[src/rtl/pcbi_pkg.sv]
// Purpose: Shared types and constants for the expansion card bus interface.
// Assumes: Memory controller clock MCLK at 250 MHz (4 ns period).
// Notes: Pulse widths are given in ns and converted to whole clock cycles here.
package pcbi_pkg;

  // Clock period in picoseconds
  localparam int unsigned CLK_PERIOD_PS = 4000;

  // Card cycle timing in ns (least times, rounded up to cycles)
  localparam int unsigned SETUP_NS = 30;
  localparam int unsigned STROBE_NS = 100;
  localparam int unsigned HOLD_NS = 20;
  localparam int unsigned SETUP_CYC = (SETUP_NS * 1000 + CLK_PERIOD_PS - 1) / CLK_PERIOD_PS;
  localparam int unsigned STROBE_CYC = (STROBE_NS * 1000 + CLK_PERIOD_PS - 1) / CLK_PERIOD_PS;
  localparam int unsigned HOLD_CYC = (HOLD_NS * 1000 + CLK_PERIOD_PS - 1) / CLK_PERIOD_PS;

  // Widths
  localparam int unsigned ADDR_W = 26;
  localparam int unsigned DATA_W = 32;
  localparam int unsigned LANE_W = 2;
  localparam int unsigned CNT_W = 8;
  localparam int unsigned FIFO_DEPTH = 8;

  // Lane enable bit positions
  localparam int unsigned LANE_LO = 0;
  localparam int unsigned LANE_HI = 1;

  // Idle levels of the pins, and counter constants
  localparam logic [LANE_W-1:0] LANES_OFF_N = 2'h3;
  localparam logic [DATA_W-1:0] DATA_ZERO = 32'h0000_0000;
  localparam logic [ADDR_W-1:0] ADDR_ZERO = 26'h000_0000;
  localparam logic [CNT_W-1:0] CNT_ZERO = 8'h00;
  localparam logic [CNT_W-1:0] CNT_ONE = 8'h01;

  // Target space of a card transfer
  typedef enum logic [1:0] {
    PCBI_SP_MEM  = 2'h0,
    PCBI_SP_ATTR = 2'h1,
    PCBI_SP_IO   = 2'h2
  } pcbi_space_t;

  // One queued request from the memory controller
  typedef struct packed {
    pcbi_space_t space;
    logic write;
    logic socket;
    logic [LANE_W-1:0] lanes;
    logic [ADDR_W-1:0] addr;
    logic [DATA_W-1:0] wdata;
  } pcbi_req_t;

  // Completion returned for each request
  typedef struct packed {
    logic write;
    logic io_wide;
    logic [DATA_W-1:0] rdata;
  } pcbi_rsp_t;

endpackage : pcbi_pkg

[src/rtl/pcbi_fifo.sv]
// Purpose: Synchronous FIFO with valid/ready on both sides.
// Assumes: DEPTH is a power of two.
// Notes: Pointers carry one extra bit so full and empty are exact.
`timescale 1ns/1ps
`default_nettype none
module pcbi_fifo #(
  parameter int unsigned WIDTH = 8,
  parameter int unsigned DEPTH = 8
) (
  // Clock and reset
  input wire logic clk,
  input wire logic rst,
  // Fill side
  input wire logic in_valid,
  output logic in_ready,
  input wire logic [WIDTH-1:0] in_data,
  // Drain side
  output logic out_valid,
  input wire logic out_ready,
  output logic [WIDTH-1:0] out_data
);
  localparam int unsigned PW = $clog2(DEPTH);

  logic [WIDTH-1:0] mem_r [DEPTH];
  logic [PW:0] wr_ptr_r;
  logic [PW:0] rd_ptr_r;
  wire logic push;
  wire logic pop;
  wire logic full;
  wire logic empty;

  // Full when pointers differ only in the wrap bit
  assign full = (wr_ptr_r[PW] != rd_ptr_r[PW]) && (wr_ptr_r[PW-1:0] == rd_ptr_r[PW-1:0]);
  assign empty = (wr_ptr_r == rd_ptr_r);
  assign in_ready = !full;
  assign out_valid = !empty;
  assign push = in_valid && !full;
  assign pop = out_ready && !empty;
  assign out_data = mem_r[rd_ptr_r[PW-1:0]];

  // Storage needs no reset; only pointers decide what is valid
  always_ff @(posedge clk) begin
    if (push) begin
      mem_r[wr_ptr_r[PW-1:0]] <= in_data;
    end
  end

  // Pointer update
  always_ff @(posedge clk) begin
    if (rst) begin
      wr_ptr_r <= '0;
      rd_ptr_r <= '0;
    end else begin
      wr_ptr_r <= wr_ptr_r + (PW+1)'(push);
      rd_ptr_r <= rd_ptr_r + (PW+1)'(pop);
    end
  end
endmodule : pcbi_fifo
`default_nettype wire

[src/rtl/pcbi_top.sv]
// Purpose: Expansion card bus interface: runs queued card cycles on the card pins.
// Assumes: Requests come from logic on MCLK; card pins are asynchronous to it.
// Notes: One transfer at a time; wait and width acknowledge pass two flops first.
// Overview of operation
// On reads the direction output is high and the data bus is left undriven for the card to drive.
// On writes the direction output is low and all 32 data lines are driven by this block.
// Reads of card memory and attribute space use the card output enable strobe.
// Writes to card memory and attribute space use the card write enable strobe.
// Writes to card I/O space use their own I/O write strobe.
// Reads from card I/O space use their own I/O read strobe.
// Two lane enables select the high byte lane (bit 1) and low byte lane (bit 0) independently.
// The card pulls the wide acknowledge low when it can do 16-bit I/O, and this block samples it.
// The card may hold wait low, and the strobe phase is stretched for as long as it does.
// Socket select is low for socket zero and high for socket one.
// Socket select changes at exactly the same edge as the address lines.
// On memory cycles the attribute select output is asserted when the target is attribute space, timed like address.
// All strobes, enables, acknowledge and wait signals named with a trailing _n are active low.
`timescale 1ns/1ps
`default_nettype none
module pcbi_top
  import pcbi_pkg::*;
(
  // Clock and reset
  input wire logic MCLK,
  input wire logic SYS_RST,
  // Request queue from the memory controller
  input wire logic REQ_VALID,
  output logic REQ_READY,
  input wire pcbi_req_t REQ_CMD,
  // Completion of each transfer
  output logic RSP_VALID,
  output pcbi_rsp_t RSP_INFO,
  output logic BUSY,
  // Address and data bus
  output logic [ADDR_W-1:0] ADDR,
  input wire logic [DATA_W-1:0] DATA_IN,
  output logic [DATA_W-1:0] DATA_OUT,
  output logic DATA_OE,
  output logic TRANSFER_DIRECTION,
  // Card strobes and selects
  output logic CARD_OUTPUT_ENABLE_N,
  output logic CARD_WRITE_ENABLE_N,
  output logic CARD_IO_READ_N,
  output logic CARD_IO_WRITE_N,
  output logic [LANE_W-1:0] CARD_LANE_ENABLE_N,
  output logic SOCKET_SELECT,
  output logic ATTRIBUTE_SPACE_SELECT_N,
  // Card status inputs
  input wire logic CARD_IO_WIDE_ACK_N,
  input wire logic CARD_WAIT_N
);

  typedef enum {
    PCBI_IDLE,
    PCBI_SETUP,
    PCBI_STROBE,
    PCBI_HOLD
  } pcbi_state_t;

  localparam logic [CNT_W-1:0] SETUP_LAST = CNT_W'(SETUP_CYC);
  localparam logic [CNT_W-1:0] STROBE_LAST = CNT_W'(STROBE_CYC);
  localparam logic [CNT_W-1:0] HOLD_LAST = CNT_W'(HOLD_CYC);

  pcbi_state_t state_r;
  pcbi_state_t state_nxt;
  logic [CNT_W-1:0] cnt_r;
  logic [CNT_W-1:0] cnt_nxt;
  pcbi_req_t cur_r;
  logic wait_s1_r;
  logic wait_s2_r;
  logic wide_s1_r;
  logic wide_s2_r;
  logic [DATA_W-1:0] din_s1_r;
  logic [DATA_W-1:0] din_s2_r;
  logic wide_seen_r;
  logic [ADDR_W-1:0] addr_r;
  logic sock_r;
  logic attr_n_r;
  logic dir_r;
  logic oe_r;
  logic [DATA_W-1:0] dout_r;
  logic poe_n_r;
  logic pwe_n_r;
  logic pior_n_r;
  logic piow_n_r;
  logic [LANE_W-1:0] lane_n_r;
  logic rsp_valid_r;
  pcbi_rsp_t rsp_r;

  wire logic q_valid;
  wire logic q_ready;
  pcbi_req_t q_cmd;

  // Eight-deep request queue; it drains only while idle, so a slow card backs up the requester
  pcbi_fifo #(
    .WIDTH($bits(pcbi_req_t)),
    .DEPTH(FIFO_DEPTH)
  ) u_req_fifo (
    .clk(MCLK),
    .rst(SYS_RST),
    .in_valid(REQ_VALID),
    .in_ready(REQ_READY),
    .in_data(REQ_CMD),
    .out_valid(q_valid),
    .out_ready(q_ready),
    .out_data(q_cmd)
  );

  // Decode of the transfer held in cur_r
  wire logic is_io;
  wire logic is_attr;
  wire logic take;
  wire logic strobe_done;
  wire logic setup_done;
  wire logic hold_done;
  wire logic enter_setup;
  wire logic enter_strobe;
  wire logic enter_hold;
  wire logic enter_idle;
  wire logic in_strobe_nxt;
  wire logic wait_held;

  assign is_io = (cur_r.space == PCBI_SP_IO);
  assign is_attr = (cur_r.space == PCBI_SP_ATTR);
  assign q_ready = (state_r == PCBI_IDLE);
  assign take = q_valid && q_ready;
  assign wait_held = !wait_s2_r; // Low wait from the card
  assign setup_done = (cnt_r >= SETUP_LAST);
  assign strobe_done = (cnt_r >= STROBE_LAST) && !wait_held; // Stretch while wait is low
  assign hold_done = (cnt_r >= HOLD_LAST);

  // Next state
  always_comb begin
    state_nxt = state_r;
    case (state_r)
      PCBI_IDLE: begin
        if (take) begin
          state_nxt = PCBI_SETUP;
        end
      end
      PCBI_SETUP: begin
        if (setup_done) begin
          state_nxt = PCBI_STROBE;
        end
      end
      PCBI_STROBE: begin
        if (strobe_done) begin
          state_nxt = PCBI_HOLD;
        end
      end
      PCBI_HOLD: begin
        if (hold_done) begin
          state_nxt = PCBI_IDLE;
        end
      end
      default: begin
        state_nxt = PCBI_IDLE;
      end
    endcase
  end

  assign enter_setup = (state_r == PCBI_IDLE) && (state_nxt == PCBI_SETUP);
  assign enter_strobe = (state_r == PCBI_SETUP) && (state_nxt == PCBI_STROBE);
  assign enter_hold = (state_r == PCBI_STROBE) && (state_nxt == PCBI_HOLD);
  assign enter_idle = (state_r == PCBI_HOLD) && (state_nxt == PCBI_IDLE);
  assign in_strobe_nxt = (state_nxt == PCBI_STROBE);
  // Phase counter restarts on every state change, so each phase is counted alone
  assign cnt_nxt = (state_nxt != state_r) ? CNT_ONE : (cnt_r + CNT_ONE);

  // State, counter and captured request
  always_ff @(posedge MCLK) begin
    if (SYS_RST) begin
      state_r <= PCBI_IDLE;
      cnt_r <= CNT_ZERO;
      cur_r <= '0;
    end else begin
      state_r <= state_nxt;
      cnt_r <= (state_nxt == PCBI_IDLE) ? CNT_ZERO : cnt_nxt;
      if (take) begin
        cur_r <= q_cmd;
      end
    end
  end

  // Two-flop synchronisers for the asynchronous card inputs
  always_ff @(posedge MCLK) begin
    if (SYS_RST) begin
      wait_s1_r <= 1'b1;
      wait_s2_r <= 1'b1;
      wide_s1_r <= 1'b1;
      wide_s2_r <= 1'b1;
      din_s1_r <= DATA_ZERO;
      din_s2_r <= DATA_ZERO;
    end else begin
      wait_s1_r <= CARD_WAIT_N;
      wait_s2_r <= wait_s1_r;
      wide_s1_r <= CARD_IO_WIDE_ACK_N;
      wide_s2_r <= wide_s1_r;
      din_s1_r <= DATA_IN;
      din_s2_r <= din_s1_r;
    end
  end

  // Wide acknowledge is latched if seen low at any time during the strobe phase
  always_ff @(posedge MCLK) begin
    if (SYS_RST || enter_setup) begin
      wide_seen_r <= 1'b0;
    end else if (state_r == PCBI_STROBE && !wide_s2_r) begin
      wide_seen_r <= 1'b1; // Card accepts 16-bit I/O
    end
  end

  // Address, socket and attribute select all launch on one edge and hold to idle
  always_ff @(posedge MCLK) begin
    if (SYS_RST) begin
      addr_r <= ADDR_ZERO;
      sock_r <= 1'b0;
      attr_n_r <= 1'b1;
    end else if (take) begin
      addr_r <= q_cmd.addr;
      sock_r <= q_cmd.socket; // Same edge as address
      attr_n_r <= !(q_cmd.space == PCBI_SP_ATTR); // Low only for attribute memory
    end else if (enter_idle) begin
      attr_n_r <= 1'b1;
    end
  end

  // Data bus direction and drive, held across the whole transfer
  always_ff @(posedge MCLK) begin
    if (SYS_RST) begin
      dir_r <= 1'b1;
      oe_r <= 1'b0;
      dout_r <= DATA_ZERO;
    end else if (take) begin
      dir_r <= !q_cmd.write; // High on reads, low on writes
      oe_r <= q_cmd.write; // Drive only for writes
      dout_r <= q_cmd.write ? q_cmd.wdata : DATA_ZERO;
    end else if (enter_idle) begin
      dir_r <= 1'b1; // Park as read so nothing fights the card between cycles
      oe_r <= 1'b0;
    end
  end

  // Strobes are registered from the next state so the pins never glitch
  always_ff @(posedge MCLK) begin
    if (SYS_RST) begin
      poe_n_r <= 1'b1;
      pwe_n_r <= 1'b1;
      pior_n_r <= 1'b1;
      piow_n_r <= 1'b1;
    end else begin
      poe_n_r <= !(in_strobe_nxt && !is_io && !cur_r.write); // Memory and attribute reads
      pwe_n_r <= !(in_strobe_nxt && !is_io && cur_r.write); // Memory and attribute writes
      pior_n_r <= !(in_strobe_nxt && is_io && !cur_r.write); // I/O reads
      piow_n_r <= !(in_strobe_nxt && is_io && cur_r.write); // I/O writes
    end
  end

  // Lane enables cover setup, strobe and hold so the card sees a clean select
  always_ff @(posedge MCLK) begin
    if (SYS_RST) begin
      lane_n_r <= LANES_OFF_N;
    end else if (take) begin
      lane_n_r[LANE_HI] <= !q_cmd.lanes[LANE_HI]; // High byte lane
      lane_n_r[LANE_LO] <= !q_cmd.lanes[LANE_LO]; // Low byte lane
    end else if (enter_idle) begin
      lane_n_r <= LANES_OFF_N;
    end
  end

  // Completion: read data comes from the synchronised bus, sampled as the strobe ends
  always_ff @(posedge MCLK) begin
    if (SYS_RST) begin
      rsp_valid_r <= 1'b0;
      rsp_r <= '0;
    end else begin
      rsp_valid_r <= enter_idle;
      if (enter_hold) begin
        rsp_r.write <= cur_r.write;
        rsp_r.io_wide <= wide_seen_r || !wide_s2_r; // Reported to the requester
        rsp_r.rdata <= cur_r.write ? DATA_ZERO : din_s2_r; // Card drove the bus
      end
    end
  end

  // Pins and status
  assign ADDR = addr_r;
  assign SOCKET_SELECT = sock_r;
  assign ATTRIBUTE_SPACE_SELECT_N = attr_n_r;
  assign TRANSFER_DIRECTION = dir_r;
  assign DATA_OE = oe_r;
  assign DATA_OUT = dout_r;
  assign CARD_OUTPUT_ENABLE_N = poe_n_r;
  assign CARD_WRITE_ENABLE_N = pwe_n_r;
  assign CARD_IO_READ_N = pior_n_r;
  assign CARD_IO_WRITE_N = piow_n_r;
  assign CARD_LANE_ENABLE_N = lane_n_r;
  assign RSP_VALID = rsp_valid_r;
  assign RSP_INFO = rsp_r;
  assign BUSY = (state_r != PCBI_IDLE) || q_valid;

endmodule : pcbi_top
`default_nettype wire

[config.mk]
export PLATFORM = sky130hd
export DESIGN_NAME = pcbi_top
export DESIGN_NICKNAME = d
export VERILOG_FILES = /design/src/rtl/pcbi_pkg.sv /design/src/rtl/pcbi_fifo.sv /design/src/rtl/pcbi_top.sv
export SDC_FILE = /design/constraint.sdc
export NUM_CORES = 1
export LEC_CHECK = 0
export BUFFER_PORTS_ARGS = -buffer_cell sky130_fd_sc_hd__buf_2
export CORE_ASPECT_RATIO = 1.2
export CORE_MARGIN = 2
export CORE_UTILIZATION = 29
export CTS_CLUSTER_DIAMETER = 100
export DETAILED_ROUTE_END_ITERATION = 10
export HOLD_SLACK_MARGIN = 0.08
export PLACE_DENSITY = 0.5
export SYNTH_ARGS = -nofsm -noshare
export SYNTH_HDL_FRONTEND = slang
export SYNTH_HIERARCHICAL = 1
export SYNTH_SLANG_ARGS = --single-unit
[constraint.sdc]
create_clock -name MCLK -period 3.5 [get_ports MCLK]
set_input_delay 0.525 -clock MCLK [delete_from_list [all_inputs] [get_ports MCLK]]
set_output_delay 0.525 -clock MCLK [all_outputs]
set_load 0.005 [all_outputs]
==> run_results.csv, run 1 <==
group,metric,value,unit
route,viasPerCell,4.59,
setup_path,startpoint,"state_r[29]",
timing,final.period_utilization,0.818,
floorplanning,io_pins,206,
synth,ys_warn_count,6,
synth,yosysSeqAreaShare,0.738,
route,num_vias,14300,
final_layout,drive_gt1_frac,0.313,
power,power,18.5,mW
synth,synth_area,26900,um2
grt,grt_usage,0.136,
timing,rsz0062_at_grt,"no",
route,drc,0,
synth,synth_compound_area_frac,0.0281,
status,status,"finished, final reports clean",
timing,fin_crit,2860,ps
setup_path,worstPathRequired,2970,ps
route,wl,64700,um
synth,synth.top_cells.by_count,"512 x edfxtp_1, 223 x dfxtp_1, 129 x nand2_1, 128 x mux4_2",
floorplanning,die_x,282,um
route,drtPass1Iterations,5,
timing,whs,122,ps
timing,finalSetupTns,0,ps
final_layout,final_cells,3121,
synth,synthAdderAreaFrac,0.00326,
final_layout,syn_to_final_growth,20.0,%
grt,antenna_found_initial,22,
clock_network,clock-sinks,735,
timing,tightest_slew,907,ps
synth,syn_area_per_cell,17.3,um2
clock_network,clk_latency,630,ps
synth,synth_xor_area_frac,0.00456,
synth,synthArstFlopShare,0,
power,p_leak,10.7,nW
clock_network,htreeDepth,3,
synth,synth_top_family_by_area,"multiplexers",
floorplanning,placementRows,122,
setup_path,worstSetupPathType,"reg2out",
final_layout,layout.nets,1922,
clock_network,path_clk_slew,60,ps
timing,clock_skew,25.2,ps
synth,synth_top_cells_by_area,"edfxtp_1 57%, dfxtp_1 17%, mux4_2 11%, mux2_2 2.7%, nand2_1 1.8%",
final_layout,fill_cells,8799,
clock_network,cts_root_buffer,"clkbuf_16",
timing,relSlewSlack,0.395,
synth,yosys.area.top_type,"edfxtp_1",
clock_network,clockBufferDepth,3,
grt,grt_pass1_vias,15000,
grt,grt_first_pass_wirelength,95700,um
grt,grt_max_degree,97,
timing,setup_viol,0,
setup_path,end_kind,"output pin",
floorplanning,die_area,95200,um2
placed_design,dp_cells,2970,
min_path,min_path_type,"in2reg",
synth,synth-edff-count,512,
placed_design,gp_congestion,0.742,
synth,synthMuxAreaShare,0.134,
timing,fin_ws,638,ps
clock_network,cts_buffers,78,
synth,ys_ff_latch,735,
clock_network,tritoncts,"done",
floorplanning,initial_core_util,0.292,
setup_path,r2r_start,"u_req_fifo/wr_ptr_r[0]",
synth,netlist.area_leader.share,0.572,
setup_path,path_max_fanout,3,
grt,gr-total-overflow,0,
route,ant_nets,0,
power,ir_drop,0.322,mV
final_layout,seqCellArea,19900,um2
floorplanning,core,92000,um2
synth,synth_most_common_cell,"edfxtp_1",
placed_design,portBuffers,205,
power,p_per_area,572,nW/um2
flow_run,drv_cap,0,
setup_path,worst_setup_path_start_kind,"flip-flop",
setup_path,cp.arrival,2340,ps
final_layout,multi_input_area,6690,um2
placed_design,hpwl,37100,um
min_path,holdCritStartpoint,"DATA_IN[20]",
timing,max_freq,0.349,GHz
floorplanning,die_y,338,um
synth,synthCells,1554,
clock_network,cts_setup_buffers,0,
timing,slew_violations,0,
route,first_iter_violations,849,
synth,ys.flop_type,"edfxtp_1",
synth,synth-simple-area-share,0.0726,
placed_design,pre_cts_ws,938,ps
route,routedWlPerCell,20.7,um
setup_path,r2r_slack,940,ps
timing,hold_viol_final,0,
synth,synth_cell_type_count,47,
-- final cells by class --
class | count | share of cell area
Clock inverter | 33 | 0.0103
Tap cell | 1240 | 0.0481
Sequential cell | 735 | 0.615
Antenna cell | 3 | 0.000233
Multi-Input combinational cell | 742 | 0.207
Timing Repair Buffer | 248 | 0.0473
Inverter | 9 | 0.00105
Clock buffer | 111 | 0.0710
-- power breakdown --
group | switching [mW] | internal, mW
clock | 3.38 | 4.97
sequential | 0.0457 | 9.50
combinational | 0.347 | 0.223
-- critical path: stages (launching register included) --
cell	delay, ps
dfxtp_1	290
nor4_1	350
nand4_1	240
nor4_1	550
nand2b_1	120
buf_2	160
-- registers in the layout, summed over array words and instances (netlist names), 2 cells and up --
register	flops
u_req_fifo/mem_r	512
RSP_INFO	34
DATA_OUT	32
din_s1_r	32
din_s2_r	32
state_r	32
ADDR	26
cnt_r	8
u_req_fifo/rd_ptr_r	4
u_req_fifo/wr_ptr_r	4
cur_r	3
CARD_LANE_ENABLE_N	2
-- timing repair --
action | CTS | global route
resized for setup | 0 | 0
hold buffers | 4 | 0
endpoints found under the hold margin | 4 | 0
-- cell families (layout without fill, tap and decap cells) --
group,Yosys count,after routing
AOI/OAI and AO/OA,128,128
and+or+nand+nor,371,371
buffers and inverters,106,401
DFF,735,735
other,1,33
xor gates and xnor gates,14,14
muxes,192,192
adders and majority gates,7,7
-- layer usage --
metal / GRT usage / wire, um
met1: 0.169 / 27200
met2: 0.230 / 32000
met3: 0.0331 / 3950
met4: 0.0445 / 1360
met5: 0 / 170
-- layout by cell type (no fill, tap or decap), drive strengths merged, types with 2 or more instances in the layout --
| cell type | Yosys | routed |
|---|---|---|
| o21ai | 38 | 38 |
| a31oi | 4 | 4 |
| mux4 | 128 | 128 |
| buf | 45 | 244 |
| and2 | 7 | 7 |
| or2 | 4 | 4 |
| nor3b | 34 | 34 |
| clkbuf | 52 | 111 |
| a31o | 2 | 2 |
| edfxtp | 512 | 512 |
| xor2 | 5 | 5 |
| diode | 0 | 3 |
| dfxtp | 223 | 223 |
| nand2 | 129 | 129 |
| nor2 | 13 | 13 |
| and3b | 5 | 5 |
| conb | 1 | 30 |
| a21o | 2 | 2 |
| nor3 | 3 | 3 |
| nand4 | 7 | 7 |
| and3 | 9 | 9 |
| nor4 | 9 | 9 |
| mux2 | 64 | 64 |
| a21oi | 69 | 69 |
| dlygate4sd3 | 0 | 4 |
| xnor2 | 9 | 9 |
| bufinv | 0 | 5 |
| nand4b | 4 | 4 |
| nand3 | 71 | 71 |
| inv | 9 | 15 |
| nor2b | 71 | 71 |
| clkinv | 0 | 18 |
| and4 | 3 | 3 |
| a2111oi | 7 | 7 |
| ha | 7 | 7 |
| clkinvlp | 0 | 4 |
-- path summary, 6_finish.rpt --
| check | end | depth (start not counted) |
|---|---|---|
| max | BUSY | 5 |
| min | din_s1_r[20] | 2 |
| max reg2reg | ADDR[21] | 7 |
| min reg2reg | wide_s2_r | 1 |
-- metrics by stage --
stage / cell area (um2) / util
detailed placement: 29600 / 0.322
finish: 32300 / 0.351
global placement: 29600 / 0.322
CTS: 32300 / 0.351
global route: 32300 / 0.351
floorplan: 27000 / -
(Power assumes the default switching activity.)
==> inputs of run 2 (changes only) <==
==> constraint.sdc (replaced) <==
create_clock -name MCLK -period 2.9 [get_ports MCLK]
set_input_delay 0.435 -clock MCLK [delete_from_list [all_inputs] [get_ports MCLK]]
set_output_delay 0.435 -clock MCLK [all_outputs]
set_load 0.005 [all_outputs]
==> run 2 against run 1 <==
Against the previous run: sequential power rose by 20%; sequential cell count is the same; first-iteration DRC count increased by 3.1%; largest cell class unchanged; largest power group unchanged.
==> run_results.csv, run 2 (synthesis gave the netlist of run 1 again) <==
group,metric,value,unit
grt,grt_max_degree,105,
final_layout,drive_gt1_frac,0.296,
placed_design,portBuffers,205,
timing,relSlewSlack,0.359,
route,drc,0,
clock_network,clk_latency,630,ps
timing,slew_violations,0,
min_path,min_path_type,"in2reg",
floorplanning,io_pins,206,
setup_path,r2r_slack,480,ps
power,p_int,17.8,mW
power,p_clk_frac,0.448,
route,routed-wl-met2,31300,um
placed_design,hpwl,36700,um
clock_network,cts_resized,0,
grt,grt_pass1_vias,15400,
route,wl_met1,27500,um
floorplanning,initial_core_util,0.292,
grt,gr-total-overflow,0,
final_layout,largest_reg_flops,512,
route,routed.top_layer,"met5",
flow_run,drv_cap,0,
floorplanning,die_y,338,um
status,status,"finished, final reports clean",
timing,setup_viol,0,
placed_design,dp_cells,2968,
floorplanning,core,92000,um2
floorplanning,placementRows,122,
timing,final.period_utilization,0.897,
power,comb_power_share,0.036,
clock_network,cts_buffers,77,
timing,tightest_slew,961,ps
clock_network,path_clk_slew,60,ps
placed_design,pre_cts_ws,454,ps
power,ir_drop,0.398,mV
clock_network,tritoncts,"done",
timing,hold_viol_final,0,
power,p_leak,11.1,nW
setup_path,worst_setup_path_start_kind,"flip-flop",
setup_path,worstPathRequired,2470,ps
setup_path,end_kind,"output pin",
power,power.share.sequential,0.516,
final_layout,final_area,33200,um2
timing,rsz0062_at_grt,"no",
clock_network,cts_root_buffer,"clkbuf_16",
timing,whs,182,ps
route,first_iter_violations,875,
final_layout,final_cell_mix,"512 x edfxtp_1, 220 x dfxtp_1, 204 x buf_2, 129 x nand2_1, 128 x mux4_2",
route,met3_length,3730,um
timing,fin_crit,2600,ps
clock_network,clock-sinks,735,
clock_network,clockBufferDepth,3,
route,wl,64100,um
timing,finalSetupTns,0,ps
grt,grt_first_pass_wirelength,96000,um
grt,grt_usage,0.135,
power,p_per_area,672,nW/um2
timing,max_freq,0.384,GHz
timing,fin_ws,298,ps
route,drtPass1Iterations,4,
power,power,22.3,mW
route,num_vias,14600,
floorplanning,die_x,282,um
clock_network,htreeDepth,3,
final_layout,utilization,0.361,
route,routedWlPerCell,20.0,um
floorplanning,die_area,95200,um2
setup_path,worstSetupPathType,"reg2out",
power,p_sw,4.54,mW
setup_path,path_max_fanout,3,
clock_network,cts_setup_buffers,0,
final_layout,layout.nets,2013,
placed_design,placed_area,29600,um2
route,ant_nets,0,
placed_design,gp_congestion,0.723,
route,viasPerCell,4.54,
setup_path,cp.arrival,2170,ps
final_layout,syn_to_final_growth,23.6,%
grt,antenna_found_initial,10,
final_layout,mostFrequentLayoutCell,"edfxtp_1",
timing,clock_skew,22.6,ps
final_layout,final_cells,3210,
power,switching_share,0.203,
-- run 2: final timing paths --
path	startpoint	to	depth (start not counted)
setup / recovery	state_r[27]	BUSY	5
hold / removal	SYS_RST	din_s1_r[6]	2
setup reg to reg	state_r[14]	CARD_IO_WRITE_N	5
hold reg to reg	wait_s1_r	wait_s2_r	1
-- run 2: critical path, cell delays in order, from the launching register on --
cell      delay [ps]
dfxtp_1          300
nor4_1           360
nand4_1          250
nor4_1           400
nand2b_1          90
buf_2            150
-- run 2: power by group through the flow --
stage               registers (mW)  logic (mW)  clock network, mW
global placement              11.7       0.688                  0
global route                  11.5       0.883               10.7
floorplan                     11.7       0.356                  0
CTS                           11.5       0.824               10.3
detailed placement            11.7       0.703                  0
finish                        11.5       0.804               10.0
-- run 2: layout make-up --
class                      instances  area, um2
fill                            8691      58800
sequential                       735      19900
multi-input combinational        742       6690
timing repair buffer             340       2500
clock buffer                     111       2290
tap                             1240       1550
clock inverter                    32        310
inverter                           9       33.8
antenna                            1       2.50
-- run 2: repair_timing --
item	in CTS	in global routing
hold buffers	98	0
endpoints found under the hold margin	546	0
setup endpoints to repair	0	0
-- run 2: routing by layer --
layer	up-vias	global-route usage
met5	-	0
met4	14	0.0469
met3	103	0.0297
met2	342	0.228
met1	7483	0.171
li1	6626	-
==> inputs of run 3 (changes only) <==
--- a/config.mk
+++ b/config.mk
@@ -7,7 +7,7 @@
 export LEC_CHECK = 0
 export BUFFER_PORTS_ARGS = -buffer_cell sky130_fd_sc_hd__buf_2
 export CORE_ASPECT_RATIO = 1.2
-export CORE_MARGIN = 2
+export CORE_MARGIN = 8
 export CORE_UTILIZATION = 29
 export CTS_CLUSTER_DIAMETER = 100
 export DETAILED_ROUTE_END_ITERATION = 10
==> run 3 against run 2 <==
Against the previous run: sequential share of layout area decreased by 0.37 points; sequential power about the same; critical path depth unchanged; sequential cell count unchanged; die area increased by 8.0%; combinational power increased by 2%; critical endpoint unchanged; largest cell class unchanged; highest routed layer unchanged.
==> run_results.csv, run 3 (synthesis gave the netlist of run 1 again) <==
group,metric,value,unit
status,status,"finished, final reports clean",
setup_path,crit_top_cell,"nor4_1",
setup_path,cp.arrival,2240,ps
final_layout,syn_to_final_growth,24.3,%
floorplanning,die_area,103000,um2
final_layout,seqCellArea,19900,um2
floorplanning,die_x,294,um
power,power.share.sequential,0.520,
clock_network,htreeDepth,3,
clock_network,cts_setup_buffers,0,
power,ir_drop,0.411,mV
power,p_per_area,663,nW/um2
route,drtPass1Iterations,5,
setup_path,path_max_fanout,3,
timing,setup_viol,0,
min_path,hold_path_depth,2,
timing,relSlewSlack,0.377,
min_path,min_path_type,"in2reg",
timing,whs,172,ps
placed_design,portBuffers,205,
clock_network,clock-sinks,735,
route,routedWlPerCell,20.5,um
timing,rsz0062_at_grt,"no",
final_layout,drive_gt1_frac,0.303,
floorplanning,placementRows,122,
floorplanning,io_pins,206,
grt,grt_max_degree,89,
flow_run,drv_cap,0,
setup_path,worst_setup_path_start_kind,"flip-flop",
power,p_clk_frac,0.443,
floorplanning,initial_core_util,0.292,
final_layout,multi_input_area,6690,um2
timing,fin_crit,2670,ps
floorplanning,die_y,350,um
final_layout,layout.nets,2031,
clock_network,cts_resized,0,
final_layout,fill_cells,8689,
clock_network,clockBufferDepth,3,
power,p_leak,11.2,nW
clock_network,path_clk_slew,60,ps
final_layout,mostFrequentLayoutCell,"edfxtp_1",
grt,antenna_found_initial,7,
clock_network,cts_root_buffer,"clkbuf_16",
power,p_int,17.6,mW
setup_path,startpoint,"state_r[27]",
route,num_vias,14600,
setup_path,end_kind,"output pin",
route,viasPerCell,4.52,
setup_path,path_cells,"nor4_1 > nand4_1 > nor4_1 > nand2b_1 > buf_2",
timing,finalSetupTns,0,ps
timing,slew_violations,0,
timing,clock_skew,24.4,ps
min_path,holdCritStartpoint,"SYS_RST",
timing,hold_viol_final,0,
power,power,22.2,mW
placed_design,hpwl,40100,um
final_layout,final_cell_mix,"512 x edfxtp_1, 220 x dfxtp_1, 204 x buf_2, 129 x nand2_1, 128 x mux4_2",
power,comb_power_share,0.037,
clock_network,tritoncts,"done",
grt,grt_usage,0.128,
timing,final.period_utilization,0.921,
setup_path,r2r_start,"u_req_fifo/wr_ptr_r[0]",
route,first_iter_violations,709,
clock_network,cts_buffers,78,
grt,grt_pass1_vias,15500,
clock_network,clk_latency,620,ps
setup_path,rr_worst_depth,7,
setup_path,worstSetupPathType,"reg2out",
route,drc,0,
placed_design,gp_congestion,0.719,
final_layout,largest_reg_flops,512,
grt,grt_first_pass_wirelength,99800,um
setup_path,worstPathRequired,2470,ps
timing,max_freq,0.374,GHz
grt,gr-total-overflow,0,
setup_path,max_stage_delay,410,ps
power,switching_share,0.208,
power,p_sw,4.62,mW
setup_path,worst_path_max_delay_cell,"nor4_1",
timing,tightest_slew,935,ps
route,ant_nets,0,
route,wl,66300,um
floorplanning,core,92000,um2
-- run 3: cell count changes in the layout (fill, tap and decap cells not counted), sizes merged --
cell      change
clkbuf        -9
clkinv       +11
diode         +1
clkinvlp      +1
bufinv        -1
buf          +17
-- run 3: routing by layer --
metal / share of wire / up-vias / GRT usage
li1: - / 6668 / -
met1: 0.43 / 7513 / 0.160
met2: 0.50 / 327 / 0.221
met3: 0.051 / 88 / 0.0266
met4: 0.020 / 6 / 0.0389
met5: 0.00059 / - / 0
-- run 3: layout make-up --
class,instances,share of cell area
Sequential cell,735,0.594
Multi-Input combinational cell,742,0.200
Timing Repair Buffer,357,0.0820
Clock buffer,102,0.0652
Tap cell,1240,0.0464
Clock inverter,43,0.0117
Inverter,9,0.00101
Antenna cell,2,0.000150
-- run 3: final timing paths --
path | to | slack, ps
worst min register to register | wait_s2_r | 430
worst min-delay path | din_s2_r[7] | 170
worst max register to register | DATA_OUT[14] | 480
worst max-delay path | BUSY | 230
-- run 3: power groups by stage --
stage               registers (mW)  clock network [mW]  logic (mW)
detailed placement            11.7                   0       0.722
CTS                           11.5                10.2       0.845
finish                        11.5                9.82       0.823
global placement              11.7                   0       0.705
global route                  11.5                10.5       0.899
floorplan                     11.7                   0       0.356
-- run 3: stage by stage --
| stage | worst slack, ps | cells | area (um2) | utilization |
|---|---|---|---|---|
| global placement | 600 | 2985 | 29900 | 0.325 |
| finish | 229 | 3230 | 33400 | 0.363 |
| detailed placement | 490 | 2985 | 29900 | 0.325 |
| global route | 79.4 | 3228 | 33400 | 0.363 |
| CTS | 183 | 3228 | 33400 | 0.363 |
| floorplan | 577 | 1583 | 27000 | - |
-- run 3: what timing repair did --
action                                 CTS  global route
setup endpoints to repair                0             0
endpoints found under the hold margin  546             0
hold buffers                            98             0
-- run 3: critical path: cells and delay by family, from the launching register on --
family	cells	cell delay, ps
flops	1	300
buf+inv	1	160
simple gates	4	1160
